[config.mk]
export PLATFORM = sky130hd
export DESIGN_NAME = bpio_top
export DESIGN_NICKNAME = d
export VERILOG_FILES = /design/src/rtl/bpio_pkg.sv /design/src/rtl/bpio_top.sv
export SDC_FILE = /design/constraint.sdc
export NUM_CORES = 1
export LEC_CHECK = 0
export BUFFER_PORTS_ARGS = -buffer_cell sky130_fd_sc_hd__buf_2
export CORE_MARGIN = 8
export CORE_UTILIZATION = 30
export DETAILED_ROUTE_END_ITERATION = 8
export GPL_TIMING_DRIVEN = 0
export SETUP_SLACK_MARGIN = 0.5
export SLEW_MARGIN = 20
export SYNTH_ARGS = -nofsm -noshare
export SYNTH_HDL_FRONTEND = slang
export SYNTH_SLANG_ARGS = --single-unit
[constraint.sdc]
create_clock -name pclk -period 5.6 [get_ports pclk]
set_input_delay 0.56 -clock pclk [delete_from_list [all_inputs] [get_ports pclk]]
set_output_delay 0.56 -clock pclk [all_outputs]
set_load 0.005 [all_outputs]
[src/rtl/bpio_pkg.sv]
// constants, field layouts and carrier types of the bit-mode parallel port block
package bpio_pkg;
	// all lines of the three ports in one vector: port one, port two, special port
	localparam int BPIO_LINES = 20;
	localparam int BPIO_ONE_LSB = 0;
	localparam int BPIO_TWO_LSB = 8;
	localparam int BPIO_SPEC_LSB = 16;
	localparam int BPIO_SPEC_WIDTH = 4;
	localparam logic [19:0] BPIO_ONE_LANES = 20'h0_00ff;
	localparam logic [19:0] BPIO_TWO_LANES = 20'h0_ff00;
	localparam logic [19:0] BPIO_SPEC_LANES = 20'hf_0000;
	// synchroniser vector: lines plus read strobe, write strobe and vector acknowledge
	localparam int BPIO_SYNC_WIDTH = 23;
	localparam logic [22:0] BPIO_SYNC_RESET = 23'h70_0000;
	localparam int BPIO_SYNC_RD = 20;
	localparam int BPIO_SYNC_WR = 21;
	localparam int BPIO_SYNC_ACK = 22;
	// register byte offsets; a port block is data, direction, polarity, special
	localparam logic [7:0] BPIO_FIELD_DATA = 8'h00;
	localparam logic [7:0] BPIO_FIELD_DIR = 8'h04;
	localparam logic [7:0] BPIO_FIELD_POL = 8'h08;
	localparam logic [7:0] BPIO_FIELD_SPEC = 8'h0c;
	localparam logic [7:0] BPIO_PORT_ONE_BASE = 8'h00;
	localparam logic [7:0] BPIO_PORT_TWO_BASE = 8'h10;
	localparam logic [7:0] BPIO_PORT_SPEC_BASE = 8'h20;
	localparam logic [7:0] BPIO_CS_ONE = 8'h30;
	localparam logic [7:0] BPIO_CS_TWO = 8'h34;
	localparam logic [7:0] BPIO_PAT_ONE = 8'h38;
	localparam logic [7:0] BPIO_PAT_TWO = 8'h3c;
	localparam logic [7:0] BPIO_CTRL = 8'h40;
	localparam logic [7:0] BPIO_VECTOR = 8'h44;
	localparam logic [7:0] BPIO_MATCH = 8'h48;
	// field positions
	localparam int BPIO_IE_BIT = 0;
	localparam int BPIO_IP_BIT = 1;
	localparam int BPIO_IUS_BIT = 2;
	localparam int BPIO_LINK_BIT = 0;
	localparam int BPIO_PAT_MASK_LSB = 8;
	localparam int BPIO_PROTECT_LSB = 4;
	// reset values
	localparam logic [19:0] BPIO_DIR_RESET = 20'hf_ffff;
	localparam logic [19:0] BPIO_LINES_RESET = 20'h0_0000;
	localparam logic [15:0] BPIO_PAT_RESET = 16'h0000;
	localparam logic [7:0] BPIO_VECTOR_RESET = 8'h00;
	// command and status bits of one 8-bit port
	typedef struct packed {
		logic under_service_flag;
		logic ip;
		logic ie;
	} bpio_cs_type;
	// drive of all port lines: level and output enable
	typedef struct packed {
		logic [19:0] level;
		logic [19:0] enable;
	} bpio_drive_type;
endpackage

[src/rtl/bpio_top.sv]
// bit-mode parallel port block: two 8-bit ports, one 4-bit special port, apb registers
//
// Decided for this implementation: register access over APB and the placing of the registers.
module bpio_top (
	// clock and reset
	input wire logic pclk,
	input wire logic presetn,
	// apb slave
	input wire logic [7:0] paddr,
	input wire logic psel,
	input wire logic penable,
	input wire logic pwrite,
	input wire logic [31:0] pwdata,
	output logic [31:0] prdata,
	output logic pready,
	output logic pslverr,
	// port lines
	input wire logic [7:0] port_one_lines_in,
	output logic [7:0] port_one_lines_out,
	output logic [7:0] port_one_lines_oe,
	input wire logic [7:0] port_two_lines_in,
	output logic [7:0] port_two_lines_out,
	output logic [7:0] port_two_lines_oe,
	input wire logic [3:0] special_port_lines_in,
	output logic [3:0] special_port_lines_out,
	output logic [3:0] special_port_lines_oe,
	// strobes, acknowledge and priority chain
	input wire logic read_strobe_n,
	input wire logic write_strobe_n,
	input wire logic vector_ack_n,
	input wire logic chain_enable_in,
	output logic chain_enable_out,
	output logic interrupt_request_n,
	// timer access lines
	output logic [7:0] timer_lines_two,
	output logic [3:0] timer_lines_special
);
	import bpio_pkg::*;
	// synchroniser stages; stage one is read only by stage two
	logic [22:0] sync_one_reg, sync_two_reg, sync_three_reg, stable_reg, raw_inputs;
	// configuration and data, one bit per line
	logic [19:0] dir_reg, pol_reg, spec_reg, out_reg, catch_reg;
	// pattern, link, vector and interrupt state
	logic [15:0] pat_one_reg, pat_two_reg;
	logic link_reg;
	logic [7:0] vector_reg;
	bpio_cs_type cs_one_reg, cs_two_reg;
	logic match_one_reg, match_two_reg;
	// read data captured in the setup cycle
	logic [31:0] rdata_reg;
	logic err_reg;
	// derived controls, line vectors and decode
	logic dev_reset, match_one_now, match_two_now, ack_active, ack_one, ack_two;
	logic setup_cycle, write_done, read_done, addr_ok;
	logic [19:0] line_level, line_view, read_view, lanes, wide_wdata, protect, write_lanes;
	logic [7:0] port_base, field;
	logic [31:0] rdata_next;
	bpio_drive_type drive;
	// every pin input, strobe and acknowledge crosses into pclk
	assign raw_inputs = {vector_ack_n, write_strobe_n, read_strobe_n,
		special_port_lines_in, port_two_lines_in, port_one_lines_in};
	// four flops per input; a change counts once stages two and three agree
	genvar gi;
	generate
		for (gi = 0; gi < BPIO_SYNC_WIDTH; gi++) begin : g_sync
			always_ff @(posedge pclk or negedge presetn) begin
				if (!presetn) begin
					sync_one_reg[gi] <= BPIO_SYNC_RESET[gi];
					sync_two_reg[gi] <= BPIO_SYNC_RESET[gi];
					sync_three_reg[gi] <= BPIO_SYNC_RESET[gi];
					stable_reg[gi] <= BPIO_SYNC_RESET[gi];
				end else begin
					sync_one_reg[gi] <= raw_inputs[gi];
					sync_two_reg[gi] <= sync_one_reg[gi];
					sync_three_reg[gi] <= sync_two_reg[gi];
					if (sync_two_reg[gi] == sync_three_reg[gi]) begin
						stable_reg[gi] <= sync_three_reg[gi];
					end
				end
			end
		end
	endgenerate
	// read and write strobes low together act as a full device reset
	assign dev_reset = !stable_reg[BPIO_SYNC_RD] && !stable_reg[BPIO_SYNC_WR];
	// pin levels and the polarity-corrected view of every line
	assign line_level = stable_reg[19:0];
	assign line_view = line_level ^ pol_reg;
	// read view: outputs show the driven value on the 8-bit ports, pins on the special port
	always_comb begin
		for (int i = 0; i < BPIO_LINES; i++) begin
			if (dir_reg[i] && spec_reg[i]) begin
				read_view[i] = catch_reg[i];
			end else if (dir_reg[i] || i >= BPIO_SPEC_LSB) begin
				read_view[i] = line_view[i];
			end else begin
				read_view[i] = out_reg[i];
			end
		end
	end
	// output drive: open-drain only pulls low, normal three-state drives both levels
	always_comb begin
		for (int i = 0; i < BPIO_LINES; i++) begin
			if (spec_reg[i]) begin
				drive.level[i] = 1'b0;
				drive.enable[i] = !dir_reg[i] && !(out_reg[i] ^ pol_reg[i]);
			end else begin
				drive.level[i] = out_reg[i] ^ pol_reg[i];
				drive.enable[i] = !dir_reg[i];
			end
		end
	end
	// split the line vector back onto the three port groups
	assign port_one_lines_out = drive.level[BPIO_ONE_LSB +: 8];
	assign port_one_lines_oe = drive.enable[BPIO_ONE_LSB +: 8];
	assign port_two_lines_out = drive.level[BPIO_TWO_LSB +: 8];
	assign port_two_lines_oe = drive.enable[BPIO_TWO_LSB +: 8];
	assign special_port_lines_out = drive.level[BPIO_SPEC_LSB +: BPIO_SPEC_WIDTH];
	assign special_port_lines_oe = drive.enable[BPIO_SPEC_LSB +: BPIO_SPEC_WIDTH];
	// timers see the synchronised, polarity-corrected lines of their ports
	assign timer_lines_two = line_view[BPIO_TWO_LSB +: 8];
	assign timer_lines_special = line_view[BPIO_SPEC_LSB +: BPIO_SPEC_WIDTH];
	// apb phases; the slave never waits, read data is ready from the setup cycle
	assign setup_cycle = psel && !penable;
	assign pready = psel && penable;
	assign write_done = pready && pwrite && !err_reg;
	assign read_done = pready && !pwrite && !err_reg;
	assign prdata = rdata_reg;
	assign pslverr = pready && err_reg;
	// address decode: port block base and field inside it
	assign port_base = {paddr[7:4], 4'h0};
	assign field = {4'h0, paddr[3:0]};
	always_comb begin
		unique case (port_base)
			BPIO_PORT_ONE_BASE: lanes = BPIO_ONE_LANES;
			BPIO_PORT_TWO_BASE: lanes = BPIO_TWO_LANES;
			BPIO_PORT_SPEC_BASE: lanes = BPIO_SPEC_LANES;
			default: lanes = BPIO_LINES_RESET;
		endcase
	end
	// write data placed on the addressed lanes; special port keeps its mask nibble apart
	always_comb begin
		unique case (port_base)
			BPIO_PORT_ONE_BASE: wide_wdata = {12'h000, pwdata[7:0]};
			BPIO_PORT_TWO_BASE: wide_wdata = {4'h0, pwdata[7:0], 8'h00};
			default: wide_wdata = {pwdata[3:0], 16'h0000};
		endcase
	end
	// a protect bit of 1 shields its special port data bit; settings fields take no mask
	assign protect = (port_base == BPIO_PORT_SPEC_BASE && field == BPIO_FIELD_DATA) ?
		{pwdata[BPIO_PROTECT_LSB +: BPIO_SPEC_WIDTH], 16'h0000} : BPIO_LINES_RESET;
	assign write_lanes = lanes & ~protect;
	// legal addresses; everything else answers with pslverr unless an acknowledge is active
	assign addr_ok = (paddr[1:0] == 2'h0) && ((lanes != BPIO_LINES_RESET) ||
		paddr == BPIO_CS_ONE || paddr == BPIO_CS_TWO || paddr == BPIO_PAT_ONE ||
		paddr == BPIO_PAT_TWO || paddr == BPIO_CTRL || paddr == BPIO_VECTOR ||
		paddr == BPIO_MATCH);
	// acknowledge: this device answers only if the chain grants it and it is pending
	assign ack_one = cs_one_reg.ip && cs_one_reg.ie && !cs_one_reg.under_service_flag;
	assign ack_two = cs_two_reg.ip && cs_two_reg.ie && !cs_two_reg.under_service_flag && !link_reg;
	assign ack_active = !stable_reg[BPIO_SYNC_ACK] && chain_enable_in && (ack_one || ack_two);
	// read mux, sampled in the setup cycle so the data is the state just before
	always_comb begin
		rdata_next = 32'h0000_0000;
		if (ack_active) begin
			rdata_next = {24'h00_0000, vector_reg};
		end else if (lanes != BPIO_LINES_RESET) begin
			unique case (field)
				BPIO_FIELD_DATA: rdata_next = {12'h000, read_view & lanes};
				BPIO_FIELD_DIR: rdata_next = {12'h000, dir_reg & lanes};
				BPIO_FIELD_POL: rdata_next = {12'h000, pol_reg & lanes};
				default: rdata_next = {12'h000, spec_reg & lanes};
			endcase
			if (port_base == BPIO_PORT_TWO_BASE) begin
				rdata_next = rdata_next >> BPIO_TWO_LSB;
			end else if (port_base == BPIO_PORT_SPEC_BASE) begin
				rdata_next = rdata_next >> BPIO_SPEC_LSB;
			end
		end else begin
			unique case (paddr)
				BPIO_CS_ONE: rdata_next = {29'h0000_0000, cs_one_reg};
				BPIO_CS_TWO: rdata_next = {29'h0000_0000, cs_two_reg};
				BPIO_PAT_ONE: rdata_next = {16'h0000, pat_one_reg};
				BPIO_PAT_TWO: rdata_next = {16'h0000, pat_two_reg};
				BPIO_CTRL: rdata_next = {31'h0000_0000, link_reg};
				BPIO_VECTOR: rdata_next = {24'h00_0000, vector_reg};
				BPIO_MATCH: rdata_next = {30'h0000_0000, match_two_reg, match_one_reg};
				default: rdata_next = 32'h0000_0000;
			endcase
		end
	end
	// read data and error flag, both from flops
	always_ff @(posedge pclk or negedge presetn) begin
		if (!presetn) begin
			rdata_reg <= 32'h0000_0000;
			err_reg <= 1'b0;
		end else if (setup_cycle) begin
			rdata_reg <= rdata_next;
			err_reg <= !addr_ok && !ack_active;
		end
	end

	// direction, polarity and special-function settings
	always_ff @(posedge pclk or negedge presetn) begin
		if (!presetn) begin
			dir_reg <= BPIO_DIR_RESET;
			pol_reg <= BPIO_LINES_RESET;
			spec_reg <= BPIO_LINES_RESET;
		end else if (dev_reset) begin
			dir_reg <= BPIO_DIR_RESET;
			pol_reg <= BPIO_LINES_RESET;
			spec_reg <= BPIO_LINES_RESET;
		end else if (write_done && lanes != BPIO_LINES_RESET) begin
			if (field == BPIO_FIELD_DIR) begin
				dir_reg <= (dir_reg & ~write_lanes) | (wide_wdata & write_lanes);
			end
			if (field == BPIO_FIELD_POL) begin
				pol_reg <= (pol_reg & ~write_lanes) | (wide_wdata & write_lanes);
			end
			if (field == BPIO_FIELD_SPEC) begin
				spec_reg <= (spec_reg & ~write_lanes) | (wide_wdata & write_lanes);
			end
		end
	end

	// output data: only output bits take a write; writes to input bits change nothing here
	always_ff @(posedge pclk or negedge presetn) begin
		if (!presetn) begin
			out_reg <= BPIO_LINES_RESET;
		end else if (dev_reset) begin
			out_reg <= BPIO_LINES_RESET;
		end else if (write_done && field == BPIO_FIELD_DATA) begin
			out_reg <= (out_reg & ~(write_lanes & ~dir_reg)) |
				(wide_wdata & write_lanes & ~dir_reg);
		end
	end

	// ones catchers: a high sets, a written 0 clears, and the set wins a tie
	always_ff @(posedge pclk or negedge presetn) begin
		if (!presetn) begin
			catch_reg <= BPIO_LINES_RESET;
		end else if (dev_reset) begin
			catch_reg <= BPIO_LINES_RESET;
		end else begin
			for (int i = 0; i < BPIO_LINES; i++) begin
				if (!(dir_reg[i] && spec_reg[i])) begin
					catch_reg[i] <= 1'b0; // a catcher that is not inserted holds nothing
				end else if (line_view[i]) begin
					catch_reg[i] <= 1'b1;
				end else if (write_done && field == BPIO_FIELD_DATA && write_lanes[i] && !wide_wdata[i]) begin
					catch_reg[i] <= 1'b0;
				end
			end
		end
	end

	// pattern match on the 8-bit ports only; the special port has none
	// linked ports match as one 16-bit word and port two's own matcher is idle
	assign match_one_now = ((((read_view[7:0] ^ pat_one_reg[7:0]) & pat_one_reg[15:8]) == 8'h00) &&
		(pat_one_reg[15:8] != 8'h00)) &&
		(!link_reg || (((read_view[15:8] ^ pat_two_reg[7:0]) & pat_two_reg[15:8]) == 8'h00));
	assign match_two_now = !link_reg && (pat_two_reg[15:8] != 8'h00) &&
		(((read_view[15:8] ^ pat_two_reg[7:0]) & pat_two_reg[15:8]) == 8'h00);

	// pattern, link and vector registers
	always_ff @(posedge pclk or negedge presetn) begin
		if (!presetn) begin
			pat_one_reg <= BPIO_PAT_RESET;
			pat_two_reg <= BPIO_PAT_RESET;
			link_reg <= 1'b0;
			vector_reg <= BPIO_VECTOR_RESET;
		end else if (dev_reset) begin
			pat_one_reg <= BPIO_PAT_RESET;
			pat_two_reg <= BPIO_PAT_RESET;
			link_reg <= 1'b0;
			vector_reg <= BPIO_VECTOR_RESET;
		end else if (write_done) begin
			if (paddr == BPIO_PAT_ONE) begin
				pat_one_reg <= pwdata[15:0];
			end
			if (paddr == BPIO_PAT_TWO) begin
				pat_two_reg <= pwdata[15:0];
			end
			if (paddr == BPIO_CTRL) begin
				link_reg <= pwdata[BPIO_LINK_BIT];
			end
			if (paddr == BPIO_VECTOR) begin
				vector_reg <= pwdata[7:0];
			end
		end
	end

	// previous match state, so a pattern raises pending once on arrival
	always_ff @(posedge pclk or negedge presetn) begin
		if (!presetn) begin
			match_one_reg <= 1'b0;
			match_two_reg <= 1'b0;
		end else if (dev_reset) begin
			match_one_reg <= 1'b0;
			match_two_reg <= 1'b0;
		end else begin
			match_one_reg <= match_one_now;
			match_two_reg <= match_two_now;
		end
	end

	// command and status: enable writes, pending and service clear by writing 1; set wins
	always_ff @(posedge pclk or negedge presetn) begin
		if (!presetn) begin
			cs_one_reg <= '0;
			cs_two_reg <= '0;
		end else if (dev_reset) begin
			cs_one_reg <= '0;
			cs_two_reg <= '0;
		end else begin
			if (write_done && paddr == BPIO_CS_ONE) begin
				cs_one_reg.ie <= pwdata[BPIO_IE_BIT];
				cs_one_reg.ip <= cs_one_reg.ip && !pwdata[BPIO_IP_BIT]; // writing 1 clears
				cs_one_reg.under_service_flag <= cs_one_reg.under_service_flag && !pwdata[BPIO_IUS_BIT];
			end
			if (write_done && paddr == BPIO_CS_TWO) begin
				cs_two_reg.ie <= pwdata[BPIO_IE_BIT];
				cs_two_reg.ip <= cs_two_reg.ip && !pwdata[BPIO_IP_BIT]; // writing 1 clears
				cs_two_reg.under_service_flag <= cs_two_reg.under_service_flag && !pwdata[BPIO_IUS_BIT];
			end
			if (match_one_now && !match_one_reg) begin
				cs_one_reg.ip <= 1'b1;
			end
			if (match_two_now && !match_two_reg) begin
				cs_two_reg.ip <= 1'b1;
			end
			// the acknowledge read moves the highest pending port into service
			if (read_done && ack_active) begin
				if (ack_one) begin
					cs_one_reg.under_service_flag <= 1'b1;
				end else begin
					cs_two_reg.under_service_flag <= 1'b1;
				end
			end
		end
	end

	// request and priority chain; port one outranks port two
	assign interrupt_request_n = !(ack_one || ack_two);
	assign chain_enable_out = chain_enable_in && !cs_one_reg.under_service_flag && !cs_two_reg.under_service_flag &&
		!(!stable_reg[BPIO_SYNC_ACK] && (ack_one || ack_two));
endmodule

After elaboration in Yosys (flattened, before gate mapping)
Cells that the tools add are included.
Word-level totals
  flip-flop bits (word level): 274
  input port bits: 69
  output and inout bits: 88
  word-level logic and storage cells: 643
Cells by class
  eq/ne operators: 55
  multiplexer cells: 181
  bitwise operators: 45
  reductions and logical operators: 232
Operator list (count)
  20-bit two-way mux: 13
  20-bit AND: 12
  1-bit two-way mux: 147
  32-bit two-way mux: 4
  20-bit case mux with 3 select lines: 2
  1-bit logical AND: 117
  16-bit case mux with 7 select lines: 1
  16-bit two-way mux: 6
  4-bit by 3-bit inequality test with 1-bit output (second input constant): 20
  20-bit NOT: 4
  20-bit bitwise OR: 4
  1-bit logical NOT: 77
  20-bit case mux with 2 select lines: 1
  8-bit by 6-bit == test with 1-bit output (second input constant): 4
  8-bit logical NOT: 4
  8-bit by 7-bit == test with 1-bit output (second input constant): 3
  8-bit two-way mux: 3
  2-bit nonzero test: 12
  1-bit == test: 23
  20-bit nonzero test: 1
  1-bit bitwise XOR: 20
  20-bit bitwise XOR: 1
  8-bit AND: 2
  8-bit nonzero test: 2
  other kinds (10): 30

Longest topological paths before layout
  word-level depth: 13
  mapped depth: 9
  gate-level depth less buffers: 6

Worst setup path after synthesis
Ideal clock, no wire load.
  path kind: input -> register
  start: in paddr[1]
  end: reg pat_two_reg[5]
  library setup time: 0.132 ns
  arrival time: 1.980 ns
  required time: 5.468 ns
  setup slack: 3.488 ns
  stages: 6
  buffers on the path: 2
  path through: or2_1 buf_6 nor4_4 buf_6 mux2i_1 nor2_1
Between the ends
  longest elaborated chain between the ends: 3
Ends and longest elaborated chain
  start: declaration: line bpio_top.sv:9  | input wire logic [7:0] paddr,
  8-bit by 6-bit == test with 1-bit output: line bpio_top.sv:280  | if (paddr == BPIO_PAT_TWO) begin
  2-bit nonzero test (no source line)
  2-bit AND reduction (no source line)
  end signal: assignment: line bpio_top.sv:281  | pat_two_reg <= pwdata[15:0];
  end: declaration: line bpio_top.sv:44  | logic [15:0] pat_one_reg, pat_two_reg;
No other way between the ends.
A chain may end at the register's enable or synchronous reset.

Worst setup path in the final report
  start: reg dir_reg[13]
  end: reg cs_one_reg[1] (netlist name)
Between the ends
  longest elaborated chain between the ends: 10
  elaborated cells between the ends (all ways): 12
Ends and longest elaborated chain
  start: declaration: line bpio_top.sv:42  | logic [19:0] dir_reg, pol_reg, spec_reg, out_reg, catch_reg;
  start signal: assignment: line bpio_top.sv:214  | dir_reg <= (dir_reg & ~write_lanes) | (wide_wdata & write_lanes);
  1-bit two-way mux or 1-bit logical AND (tied branches): line bpio_top.sv:93, bpio_top.sv:91
  1-bit two-way mux *: line bpio_top.sv:91  | if (dir_reg[i] && spec_reg[i]) begin
  8-bit bitwise XOR *: line bpio_top.sv:260  | (!link_reg || (((read_view[15:8] ^ pat_two_reg[7:0]) & pat_two_reg[15:8]) == 8'h00));
  8-bit AND *: line bpio_top.sv:260
  8-bit logical NOT *: line bpio_top.sv:260
  1-bit logical OR *: line bpio_top.sv:260
  1-bit logical AND *: line bpio_top.sv:259  | (pat_one_reg[15:8] != 8'h00)) &&
  1-bit logical AND *: line bpio_top.sv:325  | if (match_one_now && !match_one_reg) begin
  1-bit two-way mux: line bpio_top.sv:325
  3-bit two-way mux: line bpio_top.sv:311  | end else if (dev_reset) begin
  end: declaration: line bpio_top.sv:47  | bpio_cs_type cs_one_reg, cs_two_reg;
Mark *: on every way between the ends. The rest lies on a longest branch, timed or not.

==> flow_results.org <==
** Outcome
- The run finished with clean final reports.

** Synth
- The largest total area in the synthesized netlist belongs to dfrtp_1.
- In this run, synthesis inferred 0 flip-flops with an integrated enable.
- The most common cell in the synthesized netlist is dfrtp_1.
- Portion of synthesized cell area occupied by the leading cell type :: 45.20%
- For this run, the register share of the synthesized area comes to about half.
- Main flop type after synthesis :: dfrtp_1
- By count the netlist is led by dfrtp_1, nand2_1, nor2_1, a21oi_1, nand3_1.
- Yosys attributes the largest share of cell area to dfrtp_1, dfstp_2, nand2_1.
- Counting distinct cell types in the post-synthesis netlist gives 83.
- The synthesized netlist occupies a cell area of roughly 13000 um^2.
- Counting flops with an async set or reset pin after synthesis yields a share of 100.0%.
- The Yosys step of the flow raised 0 warnings.
- Each instance of the synthesized netlist takes up on average 9.849 um^2.
- The synthesized design contains around 260 register bits.
- Synthesis handed over a netlist of 1293 instances.

** STA
- Slew at the pin closest to its max-slew limit :: 1055 ps
- After routing, the total negative slack on setup checks comes to 0 ps.
- Minimum clock period after layout :: 2807 ps
- Top achievable clock speed :: 0.3562 GHz
- On the final layout, the worst hold slack is 84.00 ps.
- Setup slack on the critical path of the routed design comes to 2793 ps.
- Post-route clock period utilization :: about half
- Max Clock Skew :: 20.35 ps
- Final number of max-transition violations :: 0
- Setup violations remaining at the end of the flow were counted as 0.
- Setup repair after global routing left no endpoint under its margin.
- Total count of hold-check failures in the final report :: 0
- Headroom to the max-slew limit :: between 20% and 30%

** Global routing
- Global-route track usage on met2 :: 26.23%
- The first global-routing pass estimated 66450 um of wire.
- Global routing consumed, on the met1 layer, 23.06% of the routing resources.
- Entering global routing, the biggest net connects 82 pins.
- Global routing's busiest layer :: met2
- Met3 track demand over resource in global routing :: 5.290%
- Summed over all layers, the global routing overflow is 0.
- The number of antenna violations at the first check in global routing is 1.
- Vias in the first global route :: 10500
- Global routing consumed, over all layers together, between 10% and 20% of the routing resources.

** Routing
- Sum of routed wire length over all layers :: 44470 um
- Total DRC errors in the routed layout :: 0
- Dividing the detail-routed wire length by the instance count gives roughly 22 um.
- Dividing the detail-routed via count by the number of cells gives 5.246.
- In this run the remaining antenna-violating nets after routing total 0.
- The first detailed-routing pass took 6 iterations.
- Count of vias placed by the detailed router :: 10650
- Number of design-rule violations left by the first detailed-router iteration :: ~1100

** Clocking
- The clock drives 262 sinks.
- Maximum root-to-sink buffer count :: 3
- Clock transition at the registers of the reported paths :: 60 ps
- Skew-Pair Late Insertion Delay :: just under 600 ps
- Root buf cell :: clkbuf_16
- Buffers added to address setup during post-CTS repair amount to 0.
- TritonCTS built the clock tree.
- H-Tree Level Count :: 1
- Buffers inserted during clock tree synthesis total 30.

** Floorplanning
- After floorplanning, the core was divided into 75 placement rows.
- Measured along the y axis, the die boundary spans 222.0 um.
- In this run the standard cell core region covers between 40000 and 50000 um^2.
- For this design the top-level I/O count stands at approximately 160.
- The initial utilization of the core area, before any placement, comes to 30.36%.
- The die is 222.0 um wide.
- The die covers 49300 um^2.

** Min path
- The path class of the tightest hold or removal check is input port to flip-flop.
- End of the worst hold path :: sync_one_reg[5]$_DFF_PN0_
- In this run the most critical hold path is launched from port_one_lines_in[5].
- Cell depth of the worst min-delay path :: 1

** Placement
- Input and output buffers added on the ports amount to 126.
- The congestion estimate from routability-driven global placement came to 0.9427.
- Post-DP HPWL :: 31980 um
- Cells after DPL :: 1972
- Prior to clock tree synthesis, the placed netlist has a worst setup slack of 2667 ps.

** Cells and area
- Finished Layout Cells :: 2029
- After the last flow step, the layout net total stands at 1535.
- Layout-stage area growth over the synthesis result :: 19.13%
- Of the cells placed in the final design, the portion with a size suffix greater than 1 is 18.86%.
- Antenna Diode Count :: 0

** Setup path
- Kind of critical path :: flip-flop to flip-flop
- Element type at the critical path end :: flip-flop
- Of all nets on the critical path, the largest fanout is 8.
- The worst register-to-register path ends at cs_one_reg[1]$_DFFE_PN0P_.
- Critical path data arrival time :: 3280 ps
- In this run the register-to-register setup slack is 2790 ps.
- The worst setup path is launched from a flip-flop.
- Worst reg2reg startpoint :: dir_reg[13]$_DFFE_PN1P_
- Counting cells, the worst reg-to-reg path comes to 7.
- Crit path required time :: 6070 ps

** Power and ir drop
- For this design the ratio of total power to cell area is about 290 nW/um^2.
- VDD sags by at most 0.1638 mV.
- In this run the power spent charging and discharging nets is 1123 uW.
- Per report_power, the combinational group accounts for 8.7% of the total.
- In this run, flip-flops and latches consume 45.6% of the power.
- Net switching is between 20% and 30% of the power.
- In this run, the clock network consumes 45.7% of the power.
- For this design the static power due to leakage is 0.006583 uW.
- P_int :: between 3000 and 4000 uW

** Job
- The tool flagged a number of max-cap violations equal to 0.
[cell usage in the layout, fill, tap and decap left out, types with 5 or more instances in the layout]
| cell type | instances |
|---|---|
| nand2_1 | 160 |
| a22o_1 | 18 |
| o21ai_0 | 57 |
| nand3_1 | 95 |
| clkbuf_16 | 31 |
| xor2_1 | 13 |
| o311ai_0 | 5 |
| mux2i_1 | 53 |
| o221ai_1 | 6 |
| maj3_1 | 23 |
| o22ai_1 | 5 |
| a22oi_1 | 6 |
| buf_4 | 14 |
| o311a_1 | 5 |
| nor2b_1 | 26 |
| nor3_1 | 11 |
| buf_2 | 147 |
| a31oi_1 | 5 |
| dfrtp_1 | 230 |
| conb_1 | 12 |
| inv_1 | 29 |
| clkbuf_1 | 54 |
| xnor2_1 | 37 |
| and2_1 | 10 |
| nand2b_1 | 27 |
| nor4_1 | 6 |
| a21oi_1 | 108 |
| clkinv_2 | 5 |
| dfstp_2 | 32 |
| or3_1 | 10 |
| o21a_1 | 7 |
| nor2_1 | 122 |
[metrics by stage]
step / area (um^2) / utilization, % / power [uW]
4_1_cts: 15170 / 36.17 / 4394
6_report: 15170 / 36.17 / 4341
3_3_place_gp: 14080 / 33.57 / 2377
5_1_grt: 15170 / 36.17 / 4499
2_1_floorplan: 12780 / - / 2175
3_5_place_dp: 14170 / 33.79 / 2388
[power groups by stage]
stage / clock (uW) / combinational (uW) / sequential [uW]
after detailed placement: 0 / 375 / 2010
after floorplan: 0 / 171 / 2000
final: 1980 / 379 / 1980
after global placement: 0 / 364 / 2010
after global routing: 2110 / 405 / 1980
after CTS: 2040 / 377 / 1980
[worst max-delay path by stage]
| stage | start | cells after the start | end |
|---|---|---|---|
| CTS | dir_reg[13]$_DFFE_PN1P_ | 7 | cs_one_reg[1]$_DFFE_PN0P_ |
| global placement | presetn | 1 | sync_two_reg[10]$_DFF_PN0_ |
| global route | stable_reg[21]$_DFFE_PN1N_ | 5 | spec_reg[16]$_DFFE_PN0P_ |
| floorplan | paddr[1] | 6 | pat_two_reg[5]$_DFFE_PN0P_ |
| finish | dir_reg[13]$_DFFE_PN1P_ | 7 | cs_one_reg[1]$_DFFE_PN0P_ |
| detailed placement | paddr[2] | 7 | dir_reg[2]$_DFFE_PN1P_ |
[critical path: stages (launching register included)]
cell and delay (ps):
dfstp_2 510, clkbuf_2 190, inv_1 60, o311ai_1 680
xor2_1 220, a2111oi_2 540, a21boi_1 170, o41ai_2 320
[cells by family after synthesis]
group	synth area share (%)
and+or+nand+nor	19.80
AOI/OAI and AO/OA	14.01
DFF	51.80
buffers and inverters	4.333
muxes	4.785
xor gates and xnor gates	3.439
adders and majority gates	1.808
other	0.02945
[cell type report]
class	instances	area, um^2
plain buffers	88	442.9
clock buffers	45	868.3
clock inverters	11	118.9
fillers	4179	26780
inverters	29	108.9
multi-input cells	925	5628
flip-flops and latches	262	6596
well taps	539	674.4
repair buffers	130	733.2
[per-layer routing]
| metal | up-vias | part of all wire (%) |
|---|---|---|
| met1 | 5216 | 43 |
| met5 | - | 0 |
| li1 | 4839 | - |
| met2 | 487 | 44 |
| met4 | 0 | 4.2 |
| met3 | 103 | 9.0 |
[what timing repair did]
| action | in CTS | in global routing |
|---|---|---|
| endpoints found under the hold margin | 53 | 0 |
| hold buffers | 1 | 0 |
| resized for setup | 0 | 0 |
Note: power is estimated with default switching activity, not from simulation.
